--- config.mk ---
export PLATFORM = sky130hd
export DESIGN_NAME = mcu_arith_logic_unit
export DESIGN_NICKNAME = d
export VERILOG_FILES = /design/src/alu_pkg.sv /design/src/mul_if.sv /design/src/mcu_arith_logic_unit.sv /design/src/mul_unit.sv /design/src/byte_add_sub.sv
export SDC_FILE = /design/constraint.sdc
export NUM_CORES = 1
export LEC_CHECK = 0
export ABC_AREA = 1
export BUFFER_PORTS_ARGS = -buffer_cell sky130_fd_sc_hd__buf_2
export CAP_MARGIN = 20
export CORE_MARGIN = 5
export CORE_UTILIZATION = 45
export CTS_CLUSTER_SIZE = 12
export DETAILED_ROUTE_END_ITERATION = 16
export GPL_TIMING_DRIVEN = 0
export PLACE_DENSITY_LB_ADDON = 0.08
export SYNTH_ARGS = -nofsm -noshare
export SYNTH_HDL_FRONTEND = slang
export SYNTH_SLANG_ARGS = --single-unit
--- constraint.sdc ---
create_clock -name sys_clk -period 10.3 [get_ports sys_clk]
set_input_delay 1.545 -clock sys_clk [delete_from_list [all_inputs] [get_ports sys_clk]]
set_output_delay 1.545 -clock sys_clk [all_outputs]
set_load 0.01 [all_outputs]
--- src/alu_pkg.sv ---
package alu_pkg;

  localparam logic [4:0] OFF_OPND  = 5'h00;
  localparam logic [4:0] OFF_WORD  = 5'h04;
  localparam logic [4:0] OFF_CMD   = 5'h08;
  localparam logic [4:0] OFF_FLAGS = 5'h0c;
  localparam logic [4:0] OFF_PROD  = 5'h10;

  localparam int unsigned FLAG_W     = 6;
  localparam int unsigned FLG_BORROW = 0;
  localparam int unsigned FLG_NIL    = 1;
  localparam int unsigned FLG_MSB    = 2;
  localparam int unsigned FLG_SPILL  = 3;
  localparam int unsigned FLG_POL    = 4;
  localparam int unsigned FLG_NIBBLE = 5;
  localparam int unsigned BUSY_BIT   = 8;

  localparam logic [7:0]        BYTE_RST  = 8'h00;
  localparam logic [15:0]       WORD_RST  = 16'h0000;
  localparam logic [FLAG_W-1:0] FLAGS_RST = 6'h00;
  localparam logic [7:0]        ALL_ONES  = 8'hff;
  localparam logic [7:0]        ALL_ZERO  = 8'h00;
  localparam logic [7:0]        ONE       = 8'h01;

  localparam logic [1:0] RESP_OKAY   = 2'h0;
  localparam logic [1:0] RESP_SLVERR = 2'h2;

  typedef enum logic [4:0] {
    OP_ADD, OP_ADC, OP_WADD, OP_SUB, OP_DIFF_BORROW, OP_WSUB,
    OP_AND, OP_OR, OP_XOR, OP_INV, OP_SIGN_FLIP, OP_SETB, OP_CLRB,
    OP_INC, OP_MINUS_ONE, OP_ZM_TEST, OP_ZERO, OP_FILL,
    OP_MULU, OP_PROD_SIGNED, OP_PROD_MIXED, OP_FMULU, OP_FRAC_SIGNED, OP_FRAC_MIXED
  } op_t;

  localparam logic [4:0] OP_COUNT = 5'h18;

endpackage

--- src/mul_if.sv ---
`timescale 1ns/1ps
interface mul_if;
  logic [7:0]  a;
  logic [7:0]  b;
  logic        aSigned;
  logic        bSigned;
  logic        frac;
  logic [15:0] prod;
  logic        zero;
  logic        carry;
  modport ctrl (output a, b, aSigned, bSigned, frac, input prod, zero, carry);
  modport unit (input a, b, aSigned, bSigned, frac, output prod, zero, carry);
endinterface

--- src/mcu_arith_logic_unit.sv ---
// The register addresses and the AXI4-Lite interface to the registers were chosen for this implementation.
`timescale 1ns/1ps
module mcu_arith_logic_unit
  import alu_pkg::*;
#(
  parameter int unsigned ADDR_W = 8
) (
  input  wire logic              sys_clk,
  input  wire logic              resetn,
  input  wire logic [ADDR_W-1:0] awaddr,
  input  wire logic              awvalid,
  output logic                   awready,
  input  wire logic [31:0]       wdata,
  input  wire logic [3:0]        wstrb,
  input  wire logic              wvalid,
  output logic                   wready,
  output logic      [1:0]        bresp,
  output logic                   bvalid,
  input  wire logic              bready,
  input  wire logic [ADDR_W-1:0] araddr,
  input  wire logic              arvalid,
  output logic                   arready,
  output logic      [31:0]       rdata,
  output logic      [1:0]        rresp,
  output logic                   rvalid,
  input  wire logic              rready
);
  import alu_pkg::*;

  if (ADDR_W < 6 || ADDR_W > 32) begin : g_bad_addr
    $error("ADDR_W must lie between 6 and 32");
  end

  typedef enum logic [1:0] {IDLE, EXEC, EXEC2} state_t;

  logic              awready_q, awready_d, wready_q, wready_d, bvalid_q, bvalid_d;
  logic              arready_q, arready_d, rvalid_q, rvalid_d;
  logic [1:0]        bresp_q, bresp_d, rresp_q, rresp_d;
  logic [ADDR_W-1:0] awAddr_q, awAddr_d;
  logic [31:0]       wData_q, wData_d, rdata_q, rdata_d;
  logic [3:0]        wStrb_q, wStrb_d;
  logic              doWrite;
  logic              start;

  state_t            state_q, state_d;
  op_t               op_q, op_d;
  logic [7:0]        dst_q, dst_d, src_q, src_d, lo_q, lo_d;
  logic [15:0]       word_q, word_d, r10_q, r10_d;
  logic [FLAG_W-1:0] flags_q, flags_d;
  logic              loCarry_q, loCarry_d;

  logic [7:0]        asA, asB, asRes;
  logic              asCin, asSub, asCarry, asHalf, asOvf;

  mul_if mulBus ();

  function automatic logic hit(input logic [ADDR_W-1:0] a, input logic [4:0] off);
    hit = (a[ADDR_W-1:2] == (ADDR_W-2)'(off[4:2]));
  endfunction

  function automatic logic [15:0] lanes(input logic [15:0] old, input logic [15:0] nw,
                                        input logic [1:0] strb);
    lanes = {strb[1] ? nw[15:8] : old[15:8], strb[0] ? nw[7:0] : old[7:0]};
  endfunction

  byte_add_sub u_addsub (
    .a     (asA),
    .b     (asB),
    .cin   (asCin),
    .sub   (asSub),
    .res   (asRes),
    .carry (asCarry),
    .half  (asHalf),
    .ovf   (asOvf)
  );

  mul_unit u_mul (
    .sys_clk (sys_clk),
    .resetn  (resetn),
    .mb      (mulBus.unit)
  );

  assign mulBus.a       = dst_q;
  assign mulBus.b       = src_q;
  assign mulBus.aSigned = op_q inside {OP_PROD_SIGNED, OP_PROD_MIXED, OP_FRAC_SIGNED,
                                       OP_FRAC_MIXED};
  assign mulBus.bSigned = op_q inside {OP_PROD_SIGNED, OP_FRAC_SIGNED};
  assign mulBus.frac    = op_q inside {OP_FMULU, OP_FRAC_SIGNED, OP_FRAC_MIXED};

  // Address and data held until both arrived and the response slot is free
  assign doWrite = ~awready_q & ~wready_q & ~bvalid_q;
  assign start   = doWrite & hit(awAddr_q, OFF_CMD) & wStrb_q[0] & (state_q == IDLE)
                   & (wData_q[4:0] < OP_COUNT);

  always_comb begin
    awready_d = awready_q;
    wready_d  = wready_q;
    bvalid_d  = bvalid_q;
    bresp_d   = bresp_q;
    awAddr_d  = awAddr_q;
    wData_d   = wData_q;
    wStrb_d   = wStrb_q;
    arready_d = arready_q;
    rvalid_d  = rvalid_q;
    rdata_d   = rdata_q;
    rresp_d   = rresp_q;
    if (awvalid && awready_q) begin
      awAddr_d  = awaddr;
      awready_d = 1'b0;
    end
    if (wvalid && wready_q) begin
      wData_d  = wdata;
      wStrb_d  = wstrb;
      wready_d = 1'b0;
    end
    if (doWrite) begin
      awready_d = 1'b1;
      wready_d  = 1'b1;
      bvalid_d  = 1'b1;
      bresp_d   = (hit(awAddr_q, OFF_OPND) || hit(awAddr_q, OFF_WORD) ||
                   hit(awAddr_q, OFF_CMD) || hit(awAddr_q, OFF_FLAGS) ||
                   hit(awAddr_q, OFF_PROD)) ? RESP_OKAY : RESP_SLVERR;
    end
    if (bvalid_q && bready) begin
      bvalid_d = 1'b0;
    end
    if (arvalid && arready_q) begin
      arready_d = 1'b0;
      rvalid_d  = 1'b1;
      rresp_d   = RESP_OKAY;
      rdata_d   = 32'h00000000;
      if (hit(araddr, OFF_OPND)) begin
        rdata_d[15:0] = {src_q, dst_q};
      end else if (hit(araddr, OFF_WORD)) begin
        rdata_d[15:0] = word_q;
      end else if (hit(araddr, OFF_CMD)) begin
        rdata_d[4:0]     = op_q;
        rdata_d[BUSY_BIT] = (state_q != IDLE);
      end else if (hit(araddr, OFF_FLAGS)) begin
        rdata_d[FLAG_W-1:0] = flags_q;
      end else if (hit(araddr, OFF_PROD)) begin
        rdata_d[15:0] = r10_q;
      end else begin
        rresp_d = RESP_SLVERR;
      end
    end
    if (rvalid_q && rready) begin
      rvalid_d  = 1'b0;
      arready_d = 1'b1;
    end
  end

  always_ff @(posedge sys_clk or negedge resetn) begin
    if (!resetn) begin
      awready_q <= 1'b1;
      wready_q  <= 1'b1;
      bvalid_q  <= 1'b0;
      bresp_q   <= RESP_OKAY;
      awAddr_q  <= '0;
      wData_q   <= 32'h00000000;
      wStrb_q   <= 4'h0;
      arready_q <= 1'b1;
      rvalid_q  <= 1'b0;
      rdata_q   <= 32'h00000000;
      rresp_q   <= RESP_OKAY;
    end else begin
      awready_q <= awready_d;
      wready_q  <= wready_d;
      bvalid_q  <= bvalid_d;
      bresp_q   <= bresp_d;
      awAddr_q  <= awAddr_d;
      wData_q   <= wData_d;
      wStrb_q   <= wStrb_d;
      arready_q <= arready_d;
      rvalid_q  <= rvalid_d;
      rdata_q   <= rdata_d;
      rresp_q   <= rresp_d;
    end
  end

  // Operand selection for the shared byte adder
  always_comb begin
    asA   = dst_q;
    asB   = src_q;
    asCin = 1'b0;
    asSub = 1'b0;
    case (op_q)
      OP_ADC: asCin = flags_q[FLG_BORROW];
      OP_SUB: asSub = 1'b1;
      OP_DIFF_BORROW: begin
        asSub = 1'b1;
        asCin = flags_q[FLG_BORROW];
      end
      OP_SIGN_FLIP: begin
        asA   = ALL_ZERO;
        asB   = dst_q;
        asSub = 1'b1;
      end
      OP_INC: asB = ONE;
      OP_MINUS_ONE: begin
        asB   = ONE;
        asSub = 1'b1;
      end
      OP_WADD, OP_WSUB: begin
        asSub = (op_q == OP_WSUB);
        asA   = (state_q == EXEC2) ? word_q[15:8] : word_q[7:0];
        asB   = (state_q == EXEC2) ? ALL_ZERO : src_q;
        asCin = (state_q == EXEC2) ? loCarry_q : 1'b0;
      end
      default: asSub = 1'b0;
    endcase
  end

  always_comb begin
    logic [7:0]        r;
    logic [FLAG_W-1:0] nf;
    logic [FLAG_W-1:0] um;
    logic              wr;
    r  = asRes;
    nf = '0;
    um = '0;
    wr = 1'b0;
    state_d   = state_q;
    op_d      = op_q;
    dst_d     = dst_q;
    src_d     = src_q;
    word_d    = word_q;
    r10_d     = r10_q;
    lo_d      = lo_q;
    loCarry_d = loCarry_q;
    case (state_q)
      IDLE: begin
        if (doWrite && hit(awAddr_q, OFF_OPND)) begin
          {src_d, dst_d} = lanes({src_q, dst_q}, wData_q[15:0], wStrb_q[1:0]);
        end
        if (doWrite && hit(awAddr_q, OFF_WORD)) begin
          word_d = lanes(word_q, wData_q[15:0], wStrb_q[1:0]);
        end
        if (doWrite && hit(awAddr_q, OFF_FLAGS) && wStrb_q[0]) begin
          nf = wData_q[FLAG_W-1:0];
          um = '1;
        end
        if (start) begin
          op_d    = op_t'(wData_q[4:0]);
          state_d = EXEC;
        end
      end
      EXEC: begin
        state_d = IDLE;
        wr      = 1'b1;
        case (op_q)
          OP_ADD, OP_ADC, OP_SUB, OP_DIFF_BORROW, OP_SIGN_FLIP: begin
            nf[FLG_BORROW] = asCarry;
            nf[FLG_NIBBLE] = asHalf;
            nf[FLG_SPILL]  = asOvf;
            um = '1;
            um[FLG_POL] = 1'b0;
          end
          OP_AND: r = dst_q & src_q;
          OP_OR, OP_SETB: r = dst_q | src_q;
          OP_XOR: r = dst_q ^ src_q;
          OP_CLRB: r = dst_q & (ALL_ONES - src_q);
          OP_ZM_TEST: r = dst_q & dst_q;
          OP_ZERO: r = dst_q ^ dst_q;
          OP_INC, OP_MINUS_ONE: nf[FLG_SPILL] = asOvf;
          OP_INV: begin
            r = ALL_ONES - dst_q;
            nf[FLG_BORROW] = 1'b1;
            um[FLG_BORROW] = 1'b1;
          end
          OP_FILL: begin
            r  = ALL_ONES;
            um = '0;
          end
          default: begin
            wr        = 1'b0;
            state_d   = EXEC2;
            lo_d      = asRes;
            loCarry_d = asCarry;
          end
        endcase
        if (op_q inside {OP_AND, OP_OR, OP_SETB, OP_XOR, OP_CLRB, OP_ZM_TEST, OP_ZERO,
                         OP_INC, OP_MINUS_ONE, OP_INV}) begin
          um[FLG_NIL]   = 1'b1;
          um[FLG_MSB]   = 1'b1;
          um[FLG_SPILL] = 1'b1;
        end
        nf[FLG_NIL] = (r == ALL_ZERO);
        nf[FLG_MSB] = r[7];
        if (wr) begin
          dst_d = r;
        end
      end
      EXEC2: begin
        state_d = IDLE;
        if (op_q inside {OP_WADD, OP_WSUB}) begin
          word_d         = {asRes, lo_q};
          nf[FLG_NIL]    = ({asRes, lo_q} == WORD_RST);
          nf[FLG_BORROW] = asCarry;
          nf[FLG_MSB]    = asRes[7];
          nf[FLG_SPILL]  = asOvf;
          nf[FLG_POL]    = asRes[7] ^ asOvf;
          um             = '1;
          um[FLG_NIBBLE] = 1'b0;
        end else begin
          r10_d          = mulBus.prod;
          nf[FLG_NIL]    = mulBus.zero;
          nf[FLG_BORROW] = mulBus.carry;
          um[FLG_NIL]    = 1'b1;
          um[FLG_BORROW] = 1'b1;
        end
      end
      default: state_d = IDLE;
    endcase
    flags_d = (flags_q & ~um) | (nf & um);
  end

  always_ff @(posedge sys_clk or negedge resetn) begin
    if (!resetn) begin
      state_q   <= IDLE;
      op_q      <= OP_ADD;
      dst_q     <= BYTE_RST;
      src_q     <= BYTE_RST;
      word_q    <= WORD_RST;
      r10_q     <= WORD_RST;
      flags_q   <= FLAGS_RST;
      lo_q      <= BYTE_RST;
      loCarry_q <= 1'b0;
    end else begin
      state_q   <= state_d;
      op_q      <= op_d;
      dst_q     <= dst_d;
      src_q     <= src_d;
      word_q    <= word_d;
      r10_q     <= r10_d;
      flags_q   <= flags_d;
      lo_q      <= lo_d;
      loCarry_q <= loCarry_d;
    end
  end

  assign awready = awready_q;
  assign wready  = wready_q;
  assign bvalid  = bvalid_q;
  assign bresp   = bresp_q;
  assign arready = arready_q;
  assign rvalid  = rvalid_q;
  assign rdata   = rdata_q;
  assign rresp   = rresp_q;
endmodule

--- src/mul_unit.sv ---
`timescale 1ns/1ps
module mul_unit (
  input wire logic sys_clk,
  input wire logic resetn,
  mul_if.unit      mb
);
  logic signed [17:0] full;
  logic [15:0]        prod_d;
  logic [15:0]        prod_q;
  logic               carry_d;
  logic               carry_q;

  // Nine-bit operands so one signed multiplier serves all three sign modes
  always_comb begin
    full    = 18'($signed({mb.aSigned & mb.a[7], mb.a}))
              * 18'($signed({mb.bSigned & mb.b[7], mb.b}));
    carry_d = full[15];
    prod_d  = mb.frac ? {full[14:0], 1'b0} : full[15:0];
  end

  always_ff @(posedge sys_clk or negedge resetn) begin
    if (!resetn) begin
      prod_q  <= 16'h0000;
      carry_q <= 1'b0;
    end else begin
      prod_q  <= prod_d;
      carry_q <= carry_d;
    end
  end

  assign mb.prod  = prod_q;
  assign mb.zero  = (prod_q == 16'h0000);
  assign mb.carry = carry_q;
endmodule

--- src/byte_add_sub.sv ---
`timescale 1ns/1ps
module byte_add_sub (
  input  wire logic [7:0] a,
  input  wire logic [7:0] b,
  input  wire logic       cin,
  input  wire logic       sub,
  output logic      [7:0] res,
  output logic            carry,
  output logic            half,
  output logic            ovf
);
  logic [8:0] full;
  logic [4:0] nib;

  always_comb begin
    if (sub) begin
      full = {1'b0, a} - {1'b0, b} - {8'h00, cin};
      nib  = {1'b0, a[3:0]} - {1'b0, b[3:0]} - {4'h0, cin};
      ovf  = (a[7] & ~b[7] & ~full[7]) | (~a[7] & b[7] & full[7]);
    end else begin
      full = {1'b0, a} + {1'b0, b} + {8'h00, cin};
      nib  = {1'b0, a[3:0]} + {1'b0, b[3:0]} + {4'h0, cin};
      ovf  = (a[7] & b[7] & ~full[7]) | (~a[7] & ~b[7] & full[7]);
    end
    res   = full[7:0];
    carry = full[8];
    half  = nib[4];
  end
endmodule

==> metrics <==
run status=finished, final reports clean; Max Cap Viol=0; GP Congestion=around 1; GRT Overall Usage=0.2527; CP endpoint kind=flip-flop; WHS Endpoint=r10_q[0]$_DFFE_PN0P_; post-CTS sizing=0; Ant. Diodes=0; worst-path fanout max=7; most frequent cell after synthesis=nand2_1; CP delay by family, top=adder cells; Die Footprint=around 28000 sq um; Detailed Place HPWL=27990 um; CP Class=flip-flop to flip-flop; achievable frequency=158.7 MHz; first-pass GRT wire length=54540 um; via count=9823; Rows=57; final setup TNS=0 ns; number of global-route vias before repair=9510; #FFs+latches synth=134; area fraction of the dominant cell type after synthesis=0.2975; worst hold path stage count=2; Worst-path clk slew=around 0.07 ns; Slew Viols, Final=0; initial antenna violation count=0; postcts setup bufs=0; number of flops mapped to enable cells by yosys=0; mean post-synth cell area=around 7.7 sq um; first drt pass iteration count=7; reg2reg start=op_q[2]$_DFFE_PN0P_; Setup WS post-layout=~4.0 ns; Worst path max stage delay=~0.54 ns; Die Span X=166.5 um; Syn-to-layout area delta=12.74%; Seq/Total Area, Yosys=0.3046; CTS tree=done; DRC=0; Vias per Instance=between 5 and 6; CTS sink cnt=134; post-route ant nets=0; Worst path slowest cell=fa_1; WP data required=~11 ns; fin nets=approximately 1700; Tmin final=~6.3 ns; Iter 0 DRT Violations=about 930; Final period util=0.6119; LEAKAGE=roughly 6.7 nW; pwr dens=234.9 nW/um^2; Worst Path Arrival=roughly 6.6 ns; # IOs=100; Starting Density=0.4544; Clock Root Buffer=clkbuf_16; Fin. Hold Viols=0; yosys warns=0; CP Depth=27; Layout Skew=between 0.01 and 0.015 ns; RSZ-0062 raised after global routing=false; H-tree depth=4; Yosys top cell by area=dfrtp_1; synthesized area=around 11000 sq um; Die Y=166.5 um; Worst Setup Slack post-DPL=a little over 4 ns; port bufs=between 50 and 60; leading cell types by count after synthesis=nand2_1 (325), inv_1 (253), dfrtp_1 (131); critical path's most frequent cell=nand2_1; total CTS buffers=17; wire per inst=roughly 19 um; total wire length=about 35000 um; CP Buf/Inv Count=4; Hold WC Path Type=flip-flop to flip-flop; hold_sp=u_mul.mb.prod[0]$_DFF_PN0_; CORE AREA=24250 sq um; Synth cell types=54; final setup fails=0; Clock Tree Buf Depth=2; Worst R2R Setup Slack=4.00 ns; Max rail drop VDD=0.0001538 V; worst slew pin tran=between 0.9 and 1 ns; Startpoint Class=flip-flop; layout cells sized above 1=0.1125; Top FF cell, synth=dfrtp_1; Worst slew margin=0.3520; remaining global-route overflow=0; top cells by area, synth=dfrtp_1 (30%), fa_1 (12%), nand2_1 (11%); Hold-fix buffers, CTS=0; reg2reg end=u_mul.mb.prod[15]$_DFF_PN0_; reg2reg path depth=27; largest net degree at the start of global routing=74; Synth Instances=between 1000 and 1500; total chip power=~0.0029 W; FFs w/ async S/R, synth=1.000; Worst-Skew Late Latency=between 0.4 and 0.5 ns; Filler Cells Inserted=~2400
metal layers:
metal | vias to the layer above | global-route usage | part of all wire
met3 | 55 | 0.03484 | 0.075
li1 | 4718 | - | -
met5 | - | 0 | 0
met4 | 0 | 0.06581 | 0.019
met2 | 398 | 0.3890 | 0.44
met1 | 4652 | 0.3775 | 0.47
final cells by class:
| class | count | area [sq um] | share of cell area |
|---|---|---|---|
| multi-input combinational | 998 | 6432 | 0.5178 |
| sequential | 134 | 3357 | 0.2702 |
| clock inverter | 15 | 180.2 | 0.01450 |
| inverter | 264 | 991.0 | 0.07977 |
| timing repair buffer | 60 | 329.1 | 0.02649 |
| buffer | 58 | 302.8 | 0.02437 |
| clock buffer | 17 | 425.4 | 0.03424 |
| tap | 324 | 405.4 | 0.03263 |
report_power, final:
group          switching (W)  leakage [nW]  internal, W  total [W]
Combinational        0.00102          4.64     0.000449    0.00147
Clock               0.000286         0.290     0.000347   0.000633
Sequential          0.000156          1.77     0.000660   0.000816
metrics by stage:
stage | area, sq um | cells | hold slack, ns | util
finish | 12420 | 1870 | 0.4786 | 0.5123
global route | 12420 | 1870 | 0.4990 | 0.5123
CTS | 12420 | 1870 | 0.4835 | 0.5123
floorplan | 11080 | 1454 | 0.4419 | -
detailed placement | 11820 | 1838 | 0.4677 | 0.4874
global placement | 11780 | 1837 | 0.4622 | 0.4860
how the worst max path moves through the flow:
stage / start / endpoint / slack [ns]
after global routing: op_q[2]$_DFFE_PN0P_ / u_mul.mb.prod[15]$_DFF_PN0_ / 3.57
after detailed placement: op_q[2]$_DFFE_PN0P_ / u_mul.mb.prod[15]$_DFF_PN0_ / 4.04
after floorplan: op_q[2]$_DFFE_PN0P_ / u_mul.mb.prod[15]$_DFF_PN0_ / 4.83
final: op_q[2]$_DFFE_PN0P_ / u_mul.mb.prod[15]$_DFF_PN0_ / 4.00
after global placement: op_q[2]$_DFFE_PN0P_ / u_mul.mb.prod[15]$_DFF_PN0_ / 4.07
after CTS: op_q[2]$_DFFE_PN0P_ / u_mul.mb.prod[15]$_DFF_PN0_ / 4.01
placed cells by master, fill, tap and decap left out, drive strengths merged, types with 22 or more instances in the layout:
master and count:
nand2 334, inv 271, dfrtp 131, o21ai 123, nor2 114, buf 83
ha 71, nand3 69, fa 67, a21oi 65, clkbuf 52, o22ai 22
tightest hold or removal path: stages, from the launching register on:
cell and delay [ns]:
dfrtp_1 0.34, nand2_1 0.05, nand2_1 0.05
logic make-up after synthesis:
kind of cell               after synthesis  synth area share
AOI/OAI and AO/OA                      249            0.1268
xor gates and xnor gates                20           0.01590
adders and majority gates              138            0.2023
buffers and inverters                  322            0.1174
DFF                                    134            0.3046
muxes                                   17           0.01726
other                                    1         0.0003403
and+or+nand+nor                        556            0.2153
flip-flops by register name, summed over array words and instances (netlist names), 2 cells and up, named ones only:
register	flops
r10_q	16
rdata	16
u_mul.mb.prod	16
wData_q	16
word_q	16
dst_q	8
lo_q	8
mulBus.b	8
awAddr_q	6
op_q	5
state_q	2
wStrb_q	2
(Power assumes the default switching activity.)
